File: config.mk
export PLATFORM = sky130hd
export DESIGN_NAME = ppo_top
export DESIGN_NICKNAME = d
export VERILOG_FILES = /design/src/include/ppo_pkg.sv /design/src/include/ppo_tmr_if.sv /design/src/hdl/ppo_tick.sv /design/src/hdl/ppo_ocs.sv /design/src/hdl/ppo_top.sv
export VERILOG_INCLUDE_DIRS = /design/src /design/src/include
export SDC_FILE = /design/constraint.sdc
export NUM_CORES = 1
export LEC_CHECK = 0
export BUFFER_PORTS_ARGS = -buffer_cell sky130_fd_sc_hd__clkbuf_2
export CAP_MARGIN = 5
export CORE_MARGIN = 2
export CORE_UTILIZATION = 62
export DETAILED_ROUTE_END_ITERATION = 12
export PLACE_DENSITY = 0.8
export SLEW_MARGIN = 20
export SYNTH_ARGS = -nofsm -noshare
export SYNTH_HDL_FRONTEND = slang
export SYNTH_HIERARCHICAL = 1
export SYNTH_SLANG_ARGS = --single-unit
export TNS_END_PERCENT = 1
File: constraint.sdc
create_clock -name ref_clk -period 3.6 [get_ports ref_clk]
set_clock_uncertainty 0.2 [all_clocks]
set_input_delay 0.18 -clock ref_clk [delete_from_list [all_inputs] [get_ports ref_clk]]
set_output_delay 0.18 -clock ref_clk [all_outputs]
set_load 0.02 [all_outputs]
File: src/include/ppo_regs.svh
// register map, reset values and timing constants of the port power block
// Summary of operation
// - 8-bit double-pulse window timer in 1 ms steps; second low pulse inside it flags.
// - double-pulse window register resets to 20 ms.
// - overcurrent is ignored for the ignore time right after power turns on.
// - ignore timer counts 1 ms steps and resets to 10 ms.
// - power disabled: the shared pin is actively driven low, except in ganged mode, where it is left undriven.
// - power enabled: driver off, pull-up on, pin becomes open drain.
// - power enabled: a low read on the pin feeds overcurrent detection.
// - one shared pin per port carries power enable and overcurrent sense.
// - port split is possible only on downstream ports 5 and 6.
// - split is configured only during the configuration stage.
// - with split on, the shared pin still controls the USB 2.0 half unchanged.
// - with split on, an extra output drives the SuperSpeed half's power.
// - no overcurrent detection on the split SuperSpeed power output.
// - split output pin: port 5 option A/B, port 6 option A/B.
// - continuous low for the minimum width (0 to 5 ms, default 5) flags.
// - while enabled, the pin is sampled continuously for all decisions.
// - ganged mode: overcurrent on the common pin flags every port.
`ifndef PPO_REGS_SVH
`define PPO_REGS_SVH
`define PPO_NPORTS        7
`define PPO_ADDR_LOCKOUT  16'h30e1
`define PPO_ADDR_MINW     16'h30ea
`define PPO_ADDR_WINDOW   16'h30eb
`define PPO_RST_LOCKOUT   8'h0a
`define PPO_RST_WINDOW    8'h14
`define PPO_RST_MINW      4'h5
`define PPO_MINW_MAX      4'h5
`define PPO_IDX_P5        3'h4
`define PPO_IDX_P6        3'h5
`define PPO_TICK_NS       1000000
`define PPO_CLK_NS        100
`endif

File: src/include/ppo_pkg.sv
// types shared by the port power block
`include "ppo_regs.svh"
package ppo_pkg;
  typedef enum logic [1:0] {ppo_st_off, ppo_st_lock, ppo_st_watch} ppo_state_e;
  typedef logic [`PPO_NPORTS-1:0] ppo_port_t;
endpackage

File: src/include/ppo_tmr_if.sv
// timer settings and millisecond tick handed to the detectors
`timescale 1ns/1ps
`default_nettype none
interface ppo_tmr_if;
  logic       tick;
  logic [7:0] lockout_ms;
  logic [7:0] window_ms;
  logic [3:0] min_width_ms;
  modport src (output tick, output lockout_ms, output window_ms, output min_width_ms);
  modport dst (input tick, input lockout_ms, input window_ms, input min_width_ms);
endinterface
`default_nettype wire

File: src/hdl/ppo_tick.sv
// millisecond tick divider
`timescale 1ns/1ps
`default_nettype none
module ppo_tick #(
  parameter int unsigned CYCLES = 10000
) (
  input  wire logic ref_clk,
  input  wire logic rst_n,
  input  wire logic ce,
  output logic      tick
);
  logic [31:0] cnt_r;

  always_ff @(posedge ref_clk)
  begin
    if (!rst_n)
    begin
      cnt_r <= 32'h0;
      tick  <= 1'b0;
    end
    else if (ce)
    begin
      if (cnt_r >= 32'(CYCLES - 1))
      begin
        cnt_r <= 32'h0;
        tick  <= 1'b1;
      end
      else
      begin
        cnt_r <= cnt_r + 32'h1;
        tick  <= 1'b0;
      end
    end
  end
endmodule
`default_nettype wire

File: src/hdl/ppo_ocs.sv
// overcurrent detector for one shared power/sense pin
`timescale 1ns/1ps
`default_nettype none
`include "ppo_regs.svh"
module ppo_ocs (
  input  wire logic ref_clk,
  input  wire logic rst_n,
  input  wire logic ce,
  input  wire logic pwr_on,
  input  wire logic sense_low,
  ppo_tmr_if.dst    tmr,
  output logic      oc_evt
);
  ppo_pkg::ppo_state_e state_r;
  logic [7:0] lock_cnt_r;
  logic [7:0] win_cnt_r;
  logic [3:0] width_cnt_r;
  logic [3:0] width_nxt;
  logic       armed_r;
  logic       fired_r;
  logic       low_d_r;
  logic       low_start;
  logic       low_end;
  logic       single_hit;
  logic       evt_nxt;
  logic       watching;

  assign watching  = (state_r == ppo_pkg::ppo_st_watch);
  assign low_start = sense_low && !low_d_r;
  assign low_end   = !sense_low && low_d_r;

  always_comb
  begin
    width_nxt  = width_cnt_r + {3'h0, tmr.tick};
    single_hit = 1'b0;
    if (sense_low && !fired_r)
    begin
      if (tmr.min_width_ms == 4'h0)
        single_hit = 1'b1;
      else
        single_hit = (width_nxt >= tmr.min_width_ms);
    end
    evt_nxt = watching && (single_hit || (armed_r && low_start));
  end

  always_ff @(posedge ref_clk)
  begin
    if (!rst_n)
    begin
      state_r    <= ppo_pkg::ppo_st_off;
      lock_cnt_r <= 8'h0;
    end
    else if (ce)
    begin
      if (!pwr_on)
        state_r <= ppo_pkg::ppo_st_off;
      else
        case (state_r)
          ppo_pkg::ppo_st_off:
          begin
            state_r    <= ppo_pkg::ppo_st_lock;
            lock_cnt_r <= tmr.lockout_ms;
          end
          ppo_pkg::ppo_st_lock:
          begin
            // a zero setting still gives one tick of ignore
            if (tmr.tick)
            begin
              if (lock_cnt_r <= 8'h1)
                state_r <= ppo_pkg::ppo_st_watch;
              else
                lock_cnt_r <= lock_cnt_r - 8'h1;
            end
          end
          ppo_pkg::ppo_st_watch: state_r <= ppo_pkg::ppo_st_watch;
          default: state_r <= ppo_pkg::ppo_st_off;
        endcase
    end
  end

  always_ff @(posedge ref_clk)
  begin
    if (!rst_n)
    begin
      low_d_r     <= 1'b0;
      width_cnt_r <= 4'h0;
      fired_r     <= 1'b0;
    end
    else if (ce)
    begin
      low_d_r <= sense_low && watching;
      if (!watching || !sense_low)
      begin
        width_cnt_r <= 4'h0;
        fired_r     <= 1'b0;
      end
      else
      begin
        if (width_nxt < `PPO_MINW_MAX)
          width_cnt_r <= width_nxt;
        else
          width_cnt_r <= `PPO_MINW_MAX;
        if (evt_nxt)
          fired_r <= 1'b1;
      end
    end
  end

  always_ff @(posedge ref_clk)
  begin
    if (!rst_n)
    begin
      armed_r   <= 1'b0;
      win_cnt_r <= 8'h0;
    end
    else if (ce)
    begin
      if (!watching)
        armed_r <= 1'b0;
      else if (armed_r)
      begin
        if (low_start)
          armed_r <= 1'b0;
        else if (tmr.tick)
        begin
          if (win_cnt_r <= 8'h1)
            armed_r <= 1'b0;
          else
            win_cnt_r <= win_cnt_r - 8'h1;
        end
      end
      else if (low_end)
      begin
        armed_r   <= 1'b1;
        win_cnt_r <= tmr.window_ms;
      end
    end
  end

  always_ff @(posedge ref_clk)
  begin
    if (!rst_n)
      oc_evt <= 1'b0;
    else if (ce)
      oc_evt <= evt_nxt;
  end
endmodule
`default_nettype wire

File: src/hdl/ppo_top.sv
// downstream port power control, overcurrent sensing and port split outputs
`timescale 1ns/1ps
`default_nettype none
`include "ppo_regs.svh"
module ppo_top #(
  parameter int unsigned TICK_CYCLES = `PPO_TICK_NS / `PPO_CLK_NS
) (
  input  wire logic                        ref_clk,
  input  wire logic                        rst_n,
  input  wire logic                        ce,
  input  wire logic                        cfg_wr,
  input  wire logic [15:0]                 cfg_addr,
  input  wire logic [7:0]                  cfg_wdata,
  output logic      [7:0]                  cfg_rdata,
  input  wire logic                        cfg_stage,
  input  wire logic                        ganged_mode,
  input  wire logic                        split_en_p5,
  input  wire logic                        split_en_p6,
  input  wire logic                        split_opt_b_p5,
  input  wire logic                        split_opt_b_p6,
  input  wire logic [`PPO_NPORTS-1:0]      port_power_en,
  input  wire logic [1:0]                  ss_power_en,
  input  wire logic [`PPO_NPORTS-1:0]      oc_clear,
  input  wire logic [`PPO_NPORTS-1:0]      port_power_sense_pin_in,
  output logic      [`PPO_NPORTS-1:0]      port_power_sense_pin_out,
  output logic      [`PPO_NPORTS-1:0]      port_power_sense_pin_oe,
  output logic      [`PPO_NPORTS-1:0]      port_pullup_en,
  input  wire logic                        common_power_sense_pin_in,
  output logic                             common_power_sense_pin_out,
  output logic                             common_power_sense_pin_oe,
  output logic                             common_pullup_en,
  output logic                             superspeed_split_power_pin_p5a_out,
  output logic                             superspeed_split_power_pin_p5a_oe,
  output logic                             superspeed_split_power_pin_p5b_out,
  output logic                             superspeed_split_power_pin_p5b_oe,
  output logic                             superspeed_split_power_pin_p6a_out,
  output logic                             superspeed_split_power_pin_p6a_oe,
  output logic                             superspeed_split_power_pin_p6b_out,
  output logic                             superspeed_split_power_pin_p6b_oe,
  output logic      [`PPO_NPORTS-1:0]      oc_status
);

  ////////////////////////////////////////////////////////////////////////////
  // configuration registers

  logic [7:0]           lockout_r;
  logic [7:0]           window_r;
  logic [3:0]           min_width_r;
  logic [3:0]           min_width_nxt;

  function automatic logic addr_hit(input logic [15:0] a, input logic [15:0] reg_addr);
    addr_hit = (a == reg_addr);
  endfunction

  // out-of-range values in the low four bits clamp to the longest setting; the upper four bits are dropped
  always_comb
  begin
    if (cfg_wdata[3:0] > `PPO_MINW_MAX)
      min_width_nxt = `PPO_MINW_MAX;
    else
      min_width_nxt = cfg_wdata[3:0];
  end

  always_ff @(posedge ref_clk)
  begin
    if (!rst_n)
    begin
      lockout_r   <= `PPO_RST_LOCKOUT;
      window_r    <= `PPO_RST_WINDOW;
      min_width_r <= `PPO_RST_MINW;
    end
    else if (ce && cfg_wr)
    begin
      // zero is stored as written; lockout and window treat it as one tick, a zero minimum width flags at once
      if (addr_hit(cfg_addr, `PPO_ADDR_LOCKOUT))
        lockout_r <= cfg_wdata;
      if (addr_hit(cfg_addr, `PPO_ADDR_WINDOW))
        window_r <= cfg_wdata;
      if (addr_hit(cfg_addr, `PPO_ADDR_MINW))
        min_width_r <= min_width_nxt;
    end
  end

  always_ff @(posedge ref_clk)
  begin
    if (!rst_n)
      cfg_rdata <= 8'h0;
    else if (ce)
    begin
      if (addr_hit(cfg_addr, `PPO_ADDR_LOCKOUT))
        cfg_rdata <= lockout_r;
      else if (addr_hit(cfg_addr, `PPO_ADDR_WINDOW))
        cfg_rdata <= window_r;
      else if (addr_hit(cfg_addr, `PPO_ADDR_MINW))
        cfg_rdata <= {4'h0, min_width_r};
      else
        cfg_rdata <= 8'h0;
    end
  end

  ////////////////////////////////////////////////////////////////////////////
  // configuration-stage straps: mode and split setup

  logic ganged_r;
  logic split_p5_r;
  logic split_p6_r;
  logic opt_b_p5_r;
  logic opt_b_p6_r;

  // frozen outside the configuration stage, so a live port never re-maps
  always_ff @(posedge ref_clk)
  begin
    if (!rst_n)
    begin
      ganged_r   <= 1'b0;
      split_p5_r <= 1'b0;
      split_p6_r <= 1'b0;
      opt_b_p5_r <= 1'b0;
      opt_b_p6_r <= 1'b0;
    end
    else if (ce && cfg_stage)
    begin
      ganged_r   <= ganged_mode;
      split_p5_r <= split_en_p5;
      split_p6_r <= split_en_p6;
      opt_b_p5_r <= split_opt_b_p5;
      opt_b_p6_r <= split_opt_b_p6;
    end
  end

  ////////////////////////////////////////////////////////////////////////////
  // pin input synchronisers

  logic [`PPO_NPORTS-1:0] pin_s1_r;
  logic [`PPO_NPORTS-1:0] pin_s2_r;
  logic                   com_s1_r;
  logic                   com_s2_r;

  always_ff @(posedge ref_clk)
  begin
    if (!rst_n)
    begin
      pin_s1_r <= '1;
      pin_s2_r <= '1;
      com_s1_r <= 1'b1;
      com_s2_r <= 1'b1;
    end
    else if (ce)
    begin
      pin_s1_r <= port_power_sense_pin_in;
      pin_s2_r <= pin_s1_r;
      com_s1_r <= common_power_sense_pin_in;
      com_s2_r <= com_s1_r;
    end
  end

  ////////////////////////////////////////////////////////////////////////////
  // tick and detectors

  ppo_tmr_if tmr ();

  ppo_tick #(
    .CYCLES (TICK_CYCLES)
  ) u_tick (
    .ref_clk (ref_clk),
    .rst_n   (rst_n),
    .ce      (ce),
    .tick    (tmr.tick)
  );

  assign tmr.lockout_ms   = lockout_r;
  assign tmr.window_ms    = window_r;
  assign tmr.min_width_ms = min_width_r;

  ppo_pkg::ppo_port_t     port_pwr;
  ppo_pkg::ppo_port_t     port_evt;
  logic                   common_power_sense_pin;
  logic                   gang_evt;

  // in ganged mode the individual pins stay off and the common pin takes over
  assign port_pwr = ganged_r ? '0 : port_power_en;
  assign common_power_sense_pin = ganged_r && (|port_power_en);

  generate
    for (genvar i = 0; i < `PPO_NPORTS; i++)
    begin : g_port
      ppo_ocs u_ocs (
        .ref_clk   (ref_clk),
        .rst_n     (rst_n),
        .ce        (ce),
        .pwr_on    (port_pwr[i]),
        .sense_low (!pin_s2_r[i]),
        .tmr       (tmr),
        .oc_evt    (port_evt[i])
      );
    end
  endgenerate

  ppo_ocs u_ocs_gang (
    .ref_clk   (ref_clk),
    .rst_n     (rst_n),
    .ce        (ce),
    .pwr_on    (common_power_sense_pin),
    .sense_low (!com_s2_r),
    .tmr       (tmr),
    .oc_evt    (gang_evt)
  );

  ////////////////////////////////////////////////////////////////////////////
  // overcurrent status

  ppo_pkg::ppo_port_t oc_set;

  assign oc_set = port_evt | {`PPO_NPORTS{gang_evt}};

  // a new event in the clearing cycle keeps the flag
  always_ff @(posedge ref_clk)
  begin
    if (!rst_n)
      oc_status <= '0;
    else if (ce)
      oc_status <= (oc_status & ~oc_clear) | oc_set;
  end

  ////////////////////////////////////////////////////////////////////////////
  // shared pin drivers

  always_ff @(posedge ref_clk)
  begin
    if (!rst_n)
    begin
      port_power_sense_pin_out <= '0;
      port_power_sense_pin_oe  <= '1;
      port_pullup_en           <= '0;
    end
    else if (ce)
    begin
      // split ports use this same path: USB 2.0 half unchanged
      port_power_sense_pin_out <= '0;
      // ganged pins may be tied to the common pin, so never drive them then
      port_power_sense_pin_oe  <= ganged_r ? '0 : ~port_pwr;
      port_pullup_en           <= port_pwr;
    end
  end

  always_ff @(posedge ref_clk)
  begin
    if (!rst_n)
    begin
      common_power_sense_pin_out <= 1'b0;
      common_power_sense_pin_oe  <= 1'b0;
      common_pullup_en           <= 1'b0;
    end
    else if (ce)
    begin
      // outside ganged mode the common pin is left undriven
      common_power_sense_pin_out <= 1'b0;
      common_power_sense_pin_oe  <= ganged_r && !common_power_sense_pin;
      common_pullup_en           <= common_power_sense_pin;
    end
  end

  ////////////////////////////////////////////////////////////////////////////
  // SuperSpeed split power outputs, no sensing on these pins

  logic ss_p5_on;
  logic ss_p6_on;

  assign ss_p5_on = split_p5_r && ss_power_en[0];
  assign ss_p6_on = split_p6_r && ss_power_en[1];

  always_ff @(posedge ref_clk)
  begin
    if (!rst_n)
    begin
      superspeed_split_power_pin_p5a_out <= 1'b0;
      superspeed_split_power_pin_p5a_oe  <= 1'b0;
      superspeed_split_power_pin_p5b_out <= 1'b0;
      superspeed_split_power_pin_p5b_oe  <= 1'b0;
    end
    else if (ce)
    begin
      superspeed_split_power_pin_p5a_out <= ss_p5_on;
      superspeed_split_power_pin_p5a_oe  <= split_p5_r && !opt_b_p5_r;
      superspeed_split_power_pin_p5b_out <= ss_p5_on;
      superspeed_split_power_pin_p5b_oe  <= split_p5_r && opt_b_p5_r;
    end
  end

  always_ff @(posedge ref_clk)
  begin
    if (!rst_n)
    begin
      superspeed_split_power_pin_p6a_out <= 1'b0;
      superspeed_split_power_pin_p6a_oe  <= 1'b0;
      superspeed_split_power_pin_p6b_out <= 1'b0;
      superspeed_split_power_pin_p6b_oe  <= 1'b0;
    end
    else if (ce)
    begin
      superspeed_split_power_pin_p6a_out <= ss_p6_on;
      superspeed_split_power_pin_p6a_oe  <= split_p6_r && !opt_b_p6_r;
      superspeed_split_power_pin_p6b_out <= ss_p6_on;
      superspeed_split_power_pin_p6b_oe  <= split_p6_r && opt_b_p6_r;
    end
  end

endmodule
`default_nettype wire

* Yosys cells after proc, flatten, opt, wreduce, memory -nomap -nowiden
Cells that the tools add are included.
** Cells by class
- Reductions and logical operators :: 178
- Bitwise operators :: 5
- Eq/ne operators :: 75
- $add $sub $neg :: 25
- $lt $le $gt $ge :: 34
- Muxes and demuxes :: 200
** Operator list (count)
- $mux W8 :: 58
- $le A8 B1 Y1 const B :: 16
- $pmux W8 S2 :: 8
- $sub A8 B1 Y8 const B :: 16
- $mux W1 :: 81
- $ne A2 B2 Y1 const B :: 40
- $mux W4 :: 18
- $logic_and A1 B1 Y1 :: 58
- $eq A16 B14 Y1 const B :: 3
- $mux W2 :: 24
- $pmux W2 S3 :: 8
- $reduce_and A6 Y1 :: 8
- $reduce_bool A2 Y1 :: 24
- $reduce_and A5 Y1 :: 8
- $logic_not A1 Y1 :: 35
- $add A32 B1 Y32 const B :: 1
- $add A4 B1 Y4 :: 8
- $ge A32 B14 Y1 const B :: 1
- $ge A4 B4 Y1 :: 8
- $lt A4 B3 Y1 const B :: 8
- $mux W32 :: 1
- $ne A3 B3 Y1 const B :: 9
- $reduce_and A3 Y1 :: 8
- $reduce_and A2 Y1 :: 11
- other kinds (12) :: 57
** Storage, ports and cells
- Bits in registers :: 319

* Longest topological paths before layout
Gate-level depths: netlist of run 1.
- Depth after elaboration :: 8
- Mapped depth :: 8

* Cells and area by module
The synthesis of run 1 kept the hierarchy.
** By module, submodules not included
- ppo_ocs at g_port[1].u_ocs ... :: instances 7, cells an instance 233, area each 1786.7 sq um
- ppo_top :: instances 1, cells an instance 382, area each 3369.5 sq um
- ppo_ocs at g_port[0].u_ocs :: instances 1, cells an instance 231, area each 1791.7 sq um
- ppo_tick :: instances 1, cells an instance 186, area each 1576.5 sq um

* Worst setup path before layout of run 1
Ideal clock, no wire load.
- Path kind :: register to register
- Start point :: register u_tick.tick
- End point :: register g_port[0].u_ocs.oc_evt
- Setup slack :: 627 ps
- Setup time :: 131 ps
- Data arrival time :: 2642 ps
- Period minus slack after synthesis :: 2973 ps
- Cell stages (with the launch flop) :: 8
- Cells stage by stage :: dfxtp_1 ha_1 ha_1 xor2_1 ha_1 nor2b_1 o21ai_0 a221oi_1
** Between the ends
- Word-level cells in the longest chain between the ends :: 6
** Ends and longest elaborated chain
- start, declared :: line ppo_tick.sv:10 : output logic tick
- start signal, assigned :: line ppo_tick.sv:19 : tick <= 1'b0;
- start signal, assigned :: line ppo_tick.sv:26 : tick <= 1'b1;
- start signal, assigned :: line ppo_tick.sv:31 : tick <= 1'b0;
- $add A4 B1 Y4 :: line ppo_ocs.sv:34 : width_nxt = width_cnt_r + {3'h0, tmr.tick};
- $ge A4 B4 Y1 :: line ppo_ocs.sv:41 : single_hit = (width_nxt >= tmr.min_width_ms);
- $mux W1 :: line ppo_ocs.sv:38 : if (tmr.min_width_ms == 4'h0)
- $mux W1 :: line ppo_ocs.sv:36 : if (sense_low && !fired_r)
- $logic_or A1 B1 Y1 :: line ppo_ocs.sv:43 : evt_nxt = watching && (single_hit || (armed_r && low_start));
- $logic_and A1 B1 Y1 :: line ppo_ocs.sv:43
- end signal, assigned :: line ppo_ocs.sv:145 : oc_evt <= evt_nxt;
- end, declared :: line ppo_ocs.sv:12 : output logic oc_evt
No other way between the ends.
A chain may end at the register's enable or synchronous reset.

* Worst setup path after layout of run 1
- Start point :: input port ce
- End point :: register lockout_r[0]
** Between the ends
- Word-level cells in the longest chain between the ends :: 2
** Ends and longest elaborated chain
- start, declared :: line ppo_top.sv:10 : input wire logic ce,
- $logic_and A1 B1 Y1 :: line ppo_top.sv:72 : else if (ce && cfg_wr)
- $reduce_and A2 Y1 (no source line)
- end signal, assigned :: line ppo_top.sv:68 : lockout_r <= `PPO_RST_LOCKOUT;
- end signal, assigned :: line ppo_top.sv:76 : lockout_r <= cfg_wdata;
- end, declared :: line ppo_top.sv:46 : logic [7:0] lockout_r;
No other way between the ends.

==> flow_summary.json, run 1 <==
{
  "synthArstFlopShare_pct": 0,
  "io_pins": 105,
  "clkTransAtPathRegs_ps": 60,
  "critical_path.top_delay_family": "buffers and inverters",
  "postSynthAreaPerCell_um2": 7.92,
  "setup_viol": 0,
  "r2r-end": "g_port[2].u_ocs/oc_evt",
  "initial_core_util_pct": 62.9,
  "die_w_um": 180,
  "portBuffers": 96,
  "clkSinkCount": 319,
  "ys_ff_latch": 319,
  "netlist_instances": 2430,
  "rr_startpoint": "u_tick/tick",
  "reg2reg_depth": 7,
  "leakagePower_nw": 8.45,
  "dp_hpwl_um": 34800,
  "r2r_slack_ps": 880,
  "crit_path_start": "ce",
  "nNetsFinal": 2704,
  "coreArea_um2": 30600,
  "post-route-min-period_ps": 2920,
  "slowest_stage": "dlygate4sd3_1",
  "gp_congestion": 0.883,
  "numCtsBuffers": 37,
  "syn_to_final_growth_pct": 13.3,
  "final_cells": 2965,
  "grt_max_degree": 127,
  "grt_pass1_wl_um": 85300,
  "regArea_um2": 6390,
  "critPathMostFrequentCell": "dlygate4sd3_1",
  "cp_max_fo": 112,
  "rsz0062_at_grt": "false",
  "cts_root_buf": "clkbuf_16",
  "end_kind": "register",
  "grt.overflow.total": 0,
  "antenna_found_initial": 0,
  "fmaxAchievable_mhz": 342,
  "post-route-drc-count": 0,
  "status": "finished, final reports clean",
  "chipHeight_um": 180,
  "p_switching_mw": 2.07,
  "drv_slew": 0,
  "syn_area_um2": 19200,
  "combPwrFrac_pct": 9.8,
  "fp.dieArea_um2": 32500,
  "worstHoldPathType": "input pin to register",
  "synth_top_cell_by_area": "dfxtp_1",
  "crit_path_start_kind": "input pin",
  "finalCritPeriodShare_pct": 81.2,
  "cts_tree": "built",
  "routed_via_density": 6.26,
  "tns_ps": 0,
  "required_ps": 3800,
  "grt.total_usage_pct": 30.9,
  "drt_iter0_drc": 1721,
  "power.share.clock_pct": 46.0,
  "synth_cell_type_count": 64,
  "maxCapViolCount": 0,
  "firstDrtPassIters": 6,
  "cts-resized-gates": 0,
  "grt_pass1_vias": 17500,
  "worst_slew_pin_slew_ps": 957,
  "power.density_nw_per_um2": 379,
  "path_cells": "dlygate4sd3_1 -> buf_6 -> buf_12 -> nand4_1 -> nor2_1 -> nand4_2 -> mux2i_1 -> dlygate4sd3_1",
  "post_cts_buffers": 0,
  "clock_path_buffers": 3,
  "synth_top_area_share_pct": 33.2,
  "final_antenna_net_count": 0,
  "cp.depth": 8,
  "swShare_pct": 25.1,
  "synth_area_leaders": "dfxtp_1, ha_1, nand2_1, a21oi_1, nor2_1",
  "layout-drive-gt1-share_pct": 10.2,
  "ys_warn_count": 6,
  "path_class": "input pin to register",
  "n_fill_cell": 2466,
  "wirelength_um": 52600,
  "ctsHtreeMaxLevel": 2,
  "multi_input_area_um2": 11700,
  "dp.cells": 2837,
  "hold_viol_final": 0,
  "p_int_mw": 6.20,
  "ir_worst_vdd_mv": 0.451,
  "p_seq_share_pct": 44.2,
  "arrival_ps": 3120,
  "cpPeakStageDelay_ps": 560,
  "num_vias": 18600,
  "synth_ff_type": "dfxtp_1",
  "routedWlPerCell_um": 17.7,
  "yosysSeqAreaShare_pct": 33.2,
  "critPathCapture": "lockout_r[0]",
  "insertion_delay_ps": 520,
  "row_count": 64,
  "n_antenna_cell": 0,
  "critPathBufInv": 4,
  "synth_edf_count": 0,
  "relSlewSlack_pct": 36.1
}
synth_stat cells, drive strengths merged (31+ instances only):
cell,instances
a21boi,57
dfxtp,319
nand3,111
inv,179
nor2,193
o32ai,40
clkbuf,71
nor4,46
nand2b,63
o22ai,49
a21oi,152
nor2b,44
a211oi,33
nor3,43
buf,42
nand4,50
mux2i,51
nand2,254
o21ai,135
and2,31
and3,34
ha,105
per-stage QoR:
| step | area (um^2) | total power [mW] | util [%] | hold WS [ps] | setup WS, ps |
|---|---|---|---|---|---|
| after floorplan | 19300 | 4.26 | - | 108 | 627 |
| after global placement | 20000 | 4.45 | 65.2 | 197 | 1080 |
| after detailed placement | 20000 | 4.47 | 65.2 | 202 | 987 |
| after CTS | 21800 | 8.30 | 71.3 | 15.9 | 736 |
| after global routing | 21800 | 8.56 | 71.3 | 57.6 | 529 |
| final | 21800 | 8.27 | 71.3 | 23.7 | 678 |
logic make-up (layout without fill, tap and decap cells):
group	count (synthesis)	after routing	synth area share (%)
and+or+nand+nor	960	960	25.9
AOI/OAI and AO/OA	623	623	21.6
DFF	319	319	33.2
buffers and inverters	300	432	6.32
adders and majority gates	113	113	7.24
muxes	67	67	3.59
xor gates and xnor gates	47	47	2.14
other	1	8	0.0195
per-layer routing:
metal	part of all wire, %	vias up	GRT usage (%)	wire length [um]
li1	-	8913	-	-
met1	42	8717	39.5	21800
met2	48	782	53.4	25100
met3	7.4	151	3.72	3900
met4	3.3	0	11.5	1730
met5	0	-	0	0
area by class of cell:
type	count	area share, %
Clock buffer	54	5.14
Multi-Input combinational cell	1818	53.5
Tap cell	396	2.27
Timing Repair Buffer	178	5.97
Inverter	187	3.22
Clock inverter	13	0.562
Sequential cell	319	29.3
worst min path at each step:
| stage | startpoint | to | slack [ps] | cells after the start |
|---|---|---|---|---|
| 6_report | cfg_addr[1] | cfg_rdata[2] | 20 | 4 |
| 5_1_grt | cfg_addr[1] | cfg_rdata[0] | 60 | 4 |
| 4_1_cts | cfg_addr[1] | cfg_rdata[0] | 20 | 4 |
| 3_5_place_dp | common_power_sense_pin_in | com_s1_r | 200 | 3 |
| 3_3_place_gp | port_power_sense_pin_in[3] | pin_s1_r[3] | 200 | 3 |
| 2_1_floorplan | common_power_sense_pin_in | com_s1_r | 110 | 2 |
worst register-to-register path: cells and delay by family (launching register included):
| family | cells | cell delay, ps |
|---|---|---|
| flops | 1 | 830 |
| fa+ha+maj | 3 | 820 |
| compound gates | 2 | 330 |
| xor+xnor | 1 | 290 |
| simple gates | 1 | 120 |
cells in the final DEF (no fill, tap or decap), types with 12 or more instances in the layout:
cell type      Yosys  final
clkbuf_2           0     94
inv_1            179    179
o22ai_1           49     49
ha_1             105    105
o31a_1            16     16
o211ai_1          15     15
dfxtp_1          319    318
nor3_1            42     42
and3_1            34     34
o31ai_1           12     12
nand4_1           48     48
o32ai_1           40     40
nor3b_1           16     16
nand2_1          254    254
clkbuf_16          0     37
and2_1            31     31
nand2b_1          63     63
a211oi_1          33     33
mux2i_1           51     51
a21oi_1          152    152
or3_1             15     15
mux2_2            16     16
xnor2_1           29     29
a21boi_0          54     54
clkbuf_8           0     14
o21ai_0          135    135
nor2b_1           44     44
buf_4             13     18
xor2_1            18     18
dlygate4sd3_1      0     61
nor4_1            36     36
o21a_1            25     25
nor2_1           182    182
nand3b_1          26     26
nand3_1          111    111
flip-flops by register name (all words and copies together) (netlist names), 2 cells and up:
| signal | count |
|---|---|
| u_ocs_gang/width_cnt_r | 4 |
| g_port.u_ocs/oc_evt | 7 |
| g_port.u_ocs/lock_cnt_r | 56 |
| g_port.u_ocs/fired_r | 7 |
| g_port.u_ocs/armed_r | 7 |
| u_ocs_gang/lock_cnt_r | 8 |
| g_port.u_ocs/state_r | 14 |
| u_ocs_gang/win_cnt_r | 8 |
| port_power_sense_pin_oe | 7 |
| oc_status | 7 |
| g_port.u_ocs/width_cnt_r | 28 |
| min_width_r | 4 |
| pin_s1_r | 7 |
| u_tick/cnt_r | 32 |
| pin_s2_r | 7 |
| g_port.u_ocs/win_cnt_r | 56 |
| cfg_rdata | 8 |
| lockout_r | 8 |
| g_port.u_ocs/low_d_r | 7 |
| u_ocs_gang/state_r | 2 |
| tmr.window_ms | 8 |
| port_pullup_en | 7 |
power groups by stage:
stage,clock network (mW),logic (mW),registers [mW]
4_1_cts,3.86,0.793,3.65
3_3_place_gp,0,0.718,3.73
3_5_place_dp,0,0.740,3.73
2_1_floorplan,0,0.530,3.73
5_1_grt,4.01,0.891,3.66
6_report,3.80,0.811,3.66
what timing repair did:
item | in CTS | in global routing
hold endpoints to repair | 67 | 0
hold buffers | 61 | 0
endpoints found under the setup margin | 0 | 0
Power figures use the tool's default switching activity.
==> inputs of run 2 (changes only) <==
--- a/config.mk
+++ b/config.mk
@@ -9,9 +9,9 @@
 export BUFFER_PORTS_ARGS = -buffer_cell sky130_fd_sc_hd__clkbuf_2
 export CAP_MARGIN = 5
 export CORE_MARGIN = 2
-export CORE_UTILIZATION = 62
+export CORE_UTILIZATION = 56
 export DETAILED_ROUTE_END_ITERATION = 12
-export PLACE_DENSITY = 0.8
+export PLACE_DENSITY = 0.76
 export SLEW_MARGIN = 20
 export SYNTH_ARGS = -nofsm -noshare
 export SYNTH_HDL_FRONTEND = slang
==> constraint.sdc (replaced) <==
create_clock -name ref_clk -period 2.47 [get_ports ref_clk]
set_clock_uncertainty 0.2 [all_clocks]
set_input_delay 0.1235 -clock ref_clk [delete_from_list [all_inputs] [get_ports ref_clk]]
set_output_delay 0.1235 -clock ref_clk [all_outputs]
set_load 0.02 [all_outputs]
==> run 2 against run 1 <==
Against the previous run:
- non-clock buffer count up 63
- critical path type unchanged
- setup slack worse by 630 ps
- via count up 0.83%
- clock-buffer cell count unchanged
- sequential share of layout area down 0.72 points
- power up 44%
- cell count up 3.6%
- global-route usage down 1.7 points
- core utilization down 4.9 points
- combinational power up 57%
- die area up 10%
==> flow_summary.json, run 2 (synthesis results as in run 1) <==
{
  "status": "finished, final reports clean",
  "final_antenna_net_count": 0,
  "fp.dieArea_um2": 35900,
  "initial_core_util_pct": 57.1,
  "worstHoldPathType": "input pin to register",
  "portBuffers": 96,
  "min_path_cells": 4,
  "post-route-min-period_ps": 2420,
  "whs_endpoint": "g_port[6].u_ocs/lock_cnt_r[6]",
  "dp_hpwl_um": 35900,
  "path_class": "input pin to register",
  "routedWlPerCell_um": 17.7,
  "fmaxAchievable_mhz": 413,
  "reg2reg_depth": 7,
  "crit_path_start_kind": "input pin",
  "critPathMostFrequentCell": "dlygate4sd3_1",
  "io_pins": 105,
  "required_ps": 2660,
  "maxCapViolCount": 0,
  "chipHeight_um": 189,
  "grt_pass1_vias": 17200,
  "n_fill_cell": 2754,
  "min-delay-start": "ce",
  "ctsHtreeMaxLevel": 2,
  "rsz0062_at_grt": "true",
  "clock_path_buffers": 3,
  "num_vias": 18700,
  "insertion_delay_ps": 520,
  "cpPeakStageDelay_ps": 720,
  "clkTransAtPathRegs_ps": 60,
  "grt.total_usage_pct": 29.2,
  "drv_slew": 0,
  "arrival_ps": 2610,
  "final_cells": 3072,
  "die_w_um": 189,
  "post-route-drc-count": 0,
  "slowest_stage": "dlygate4sd3_1",
  "firstDrtPassIters": 5,
  "setup_viol": 0,
  "cp_max_fo": 3,
  "dp.cells": 2941,
  "grt_pass1_wl_um": 86600,
  "final_util_pct": 66.4,
  "final_common_cell": "dfxtp_1",
  "post_cts_buffers": 0,
  "largestRegisters": "g_port.u_ocs/lock_cnt_r (56), g_port.u_ocs/win_cnt_r (56), u_tick/cnt_r (32)",
  "p_total_mw": 11.9,
  "hold_viol_final": 0,
  "relSlewSlack_pct": 39.2,
  "routed_via_density": 6.09,
  "power.density_nw_per_um2": 533,
  "critPathBufInv": 3,
  "nNetsFinal": 2766,
  "path_cells": "clkbuf_2 -> dlygate4sd3_1 -> nor4b_4 -> nand4_1 -> dlygate4sd3_1 -> o31ai_1 -> nand3_1",
  "antenna_found_initial": 0,
  "r2r-end": "g_port[3].u_ocs/lock_cnt_r[2]",
  "drt_iter0_drc": 1500,
  "ir_worst_vdd_mv": 0.402,
  "rr_startpoint": "g_port[3].u_ocs/lock_cnt_r[0]",
  "clkSinkCount": 319,
  "layout-drive-gt1-share_pct": 11.6,
  "cts_root_buf": "clkbuf_16",
  "gp_congestion": 0.873,
  "cts_tree": "built",
  "grt.overflow.total": 0,
  "tns_ps": 0,
  "finalCritPeriodShare_pct": 98.1,
  "wirelength_um": 54500,
  "whs_ps": 23.5,
  "coreArea_um2": 33700,
  "grt_max_degree": 79,
  "r2r_slack_ps": 130,
  "row_count": 67,
  "final_cell_mix": "dfxtp_1, nand2_1, nor2_1",
  "n_antenna_cell": 0,
  "numCtsBuffers": 36,
  "end_kind": "register",
  "worst_slew_pin_slew_ps": 911,
  "leakagePower_nw": 8.70,
  "critical_path.top_delay_family": "buffers and inverters",
  "syn_to_final_growth_pct": 16.2
}
run 2: changes by cell type in the layout (fill, tap and decap cells not counted), sizes merged:
cell	delta
dlygate4sd3	+10
clkinv	-6
inv	-2
buf	+52
dlymetal6s4s	+1
run 2: worst reg2reg max path, cell delays in order (launching register included):
cell      delay [ps]
dfxtp_1          380
inv_1             90
ha_1             230
or2_2            320
a311oi_4         410
nand2_1          120
or3_1            320
a31oi_1          190
run 2: what timing repair did:
item                                    in CTS  in global routing
resized for setup                            0                  5
hold buffers                                72                  0
hold endpoints to repair                    63                  0
endpoints found under the setup margin       0                 11
run 2: layout make-up:
cell class              count  area (um^2)  area share [%]
clock buffers              54         1090            4.87
multi-input cells        1818        11700            52.3
flip-flops and latches    319         6390            28.6
repair buffers            241         1840            8.24
clock inverters             5         75.1           0.336
well taps                 448          561            2.51
inverters                 187          702            3.14
run 2: worst max-delay path by stage:
stage / start / end / slack (ps) / depth (start not counted)
floorplan: u_tick/tick / g_port[0].u_ocs/oc_evt / 10 / 7
global placement: port_power_en[2] / u_ocs_gang/lock_cnt_r[0] / 170 / 9
detailed placement: ganged_r / g_port[3].u_ocs/lock_cnt_r[2] / 120 / 7
CTS: ce / u_tick/cnt_r[23] / 60 / 8
global route: cfg_addr[15] / lockout_r[1] / -8 / 7
finish: cfg_addr[15] / tmr.window_ms[2] / 50 / 7
run 2: layer usage:
layer | track usage [%] | vias up | routed length (um)
li1 | - | 9047 | -
met1 | 38.4 | 8828 | 23400
met2 | 48.4 | 702 | 25400
met3 | 4.41 | 140 | 3900
met4 | 11.2 | 0 | 1850
met5 | 0 | - | 0
run 2: report_power, final:
part	switching (mW)	internal, mW
clock network	2.11	3.23
logic	0.776	0.493
registers	0.0771	5.24
total	2.96	8.96
run 2: per-stage QoR:
stage / instance area [um^2] / setup WS [ps]
floorplan: 19300 / 14.9
global placement: 20400 / 167
detailed placement: 20400 / 116
CTS: 22300 / 62.5
global route: 22400 / -8.14
finish: 22400 / 46.5
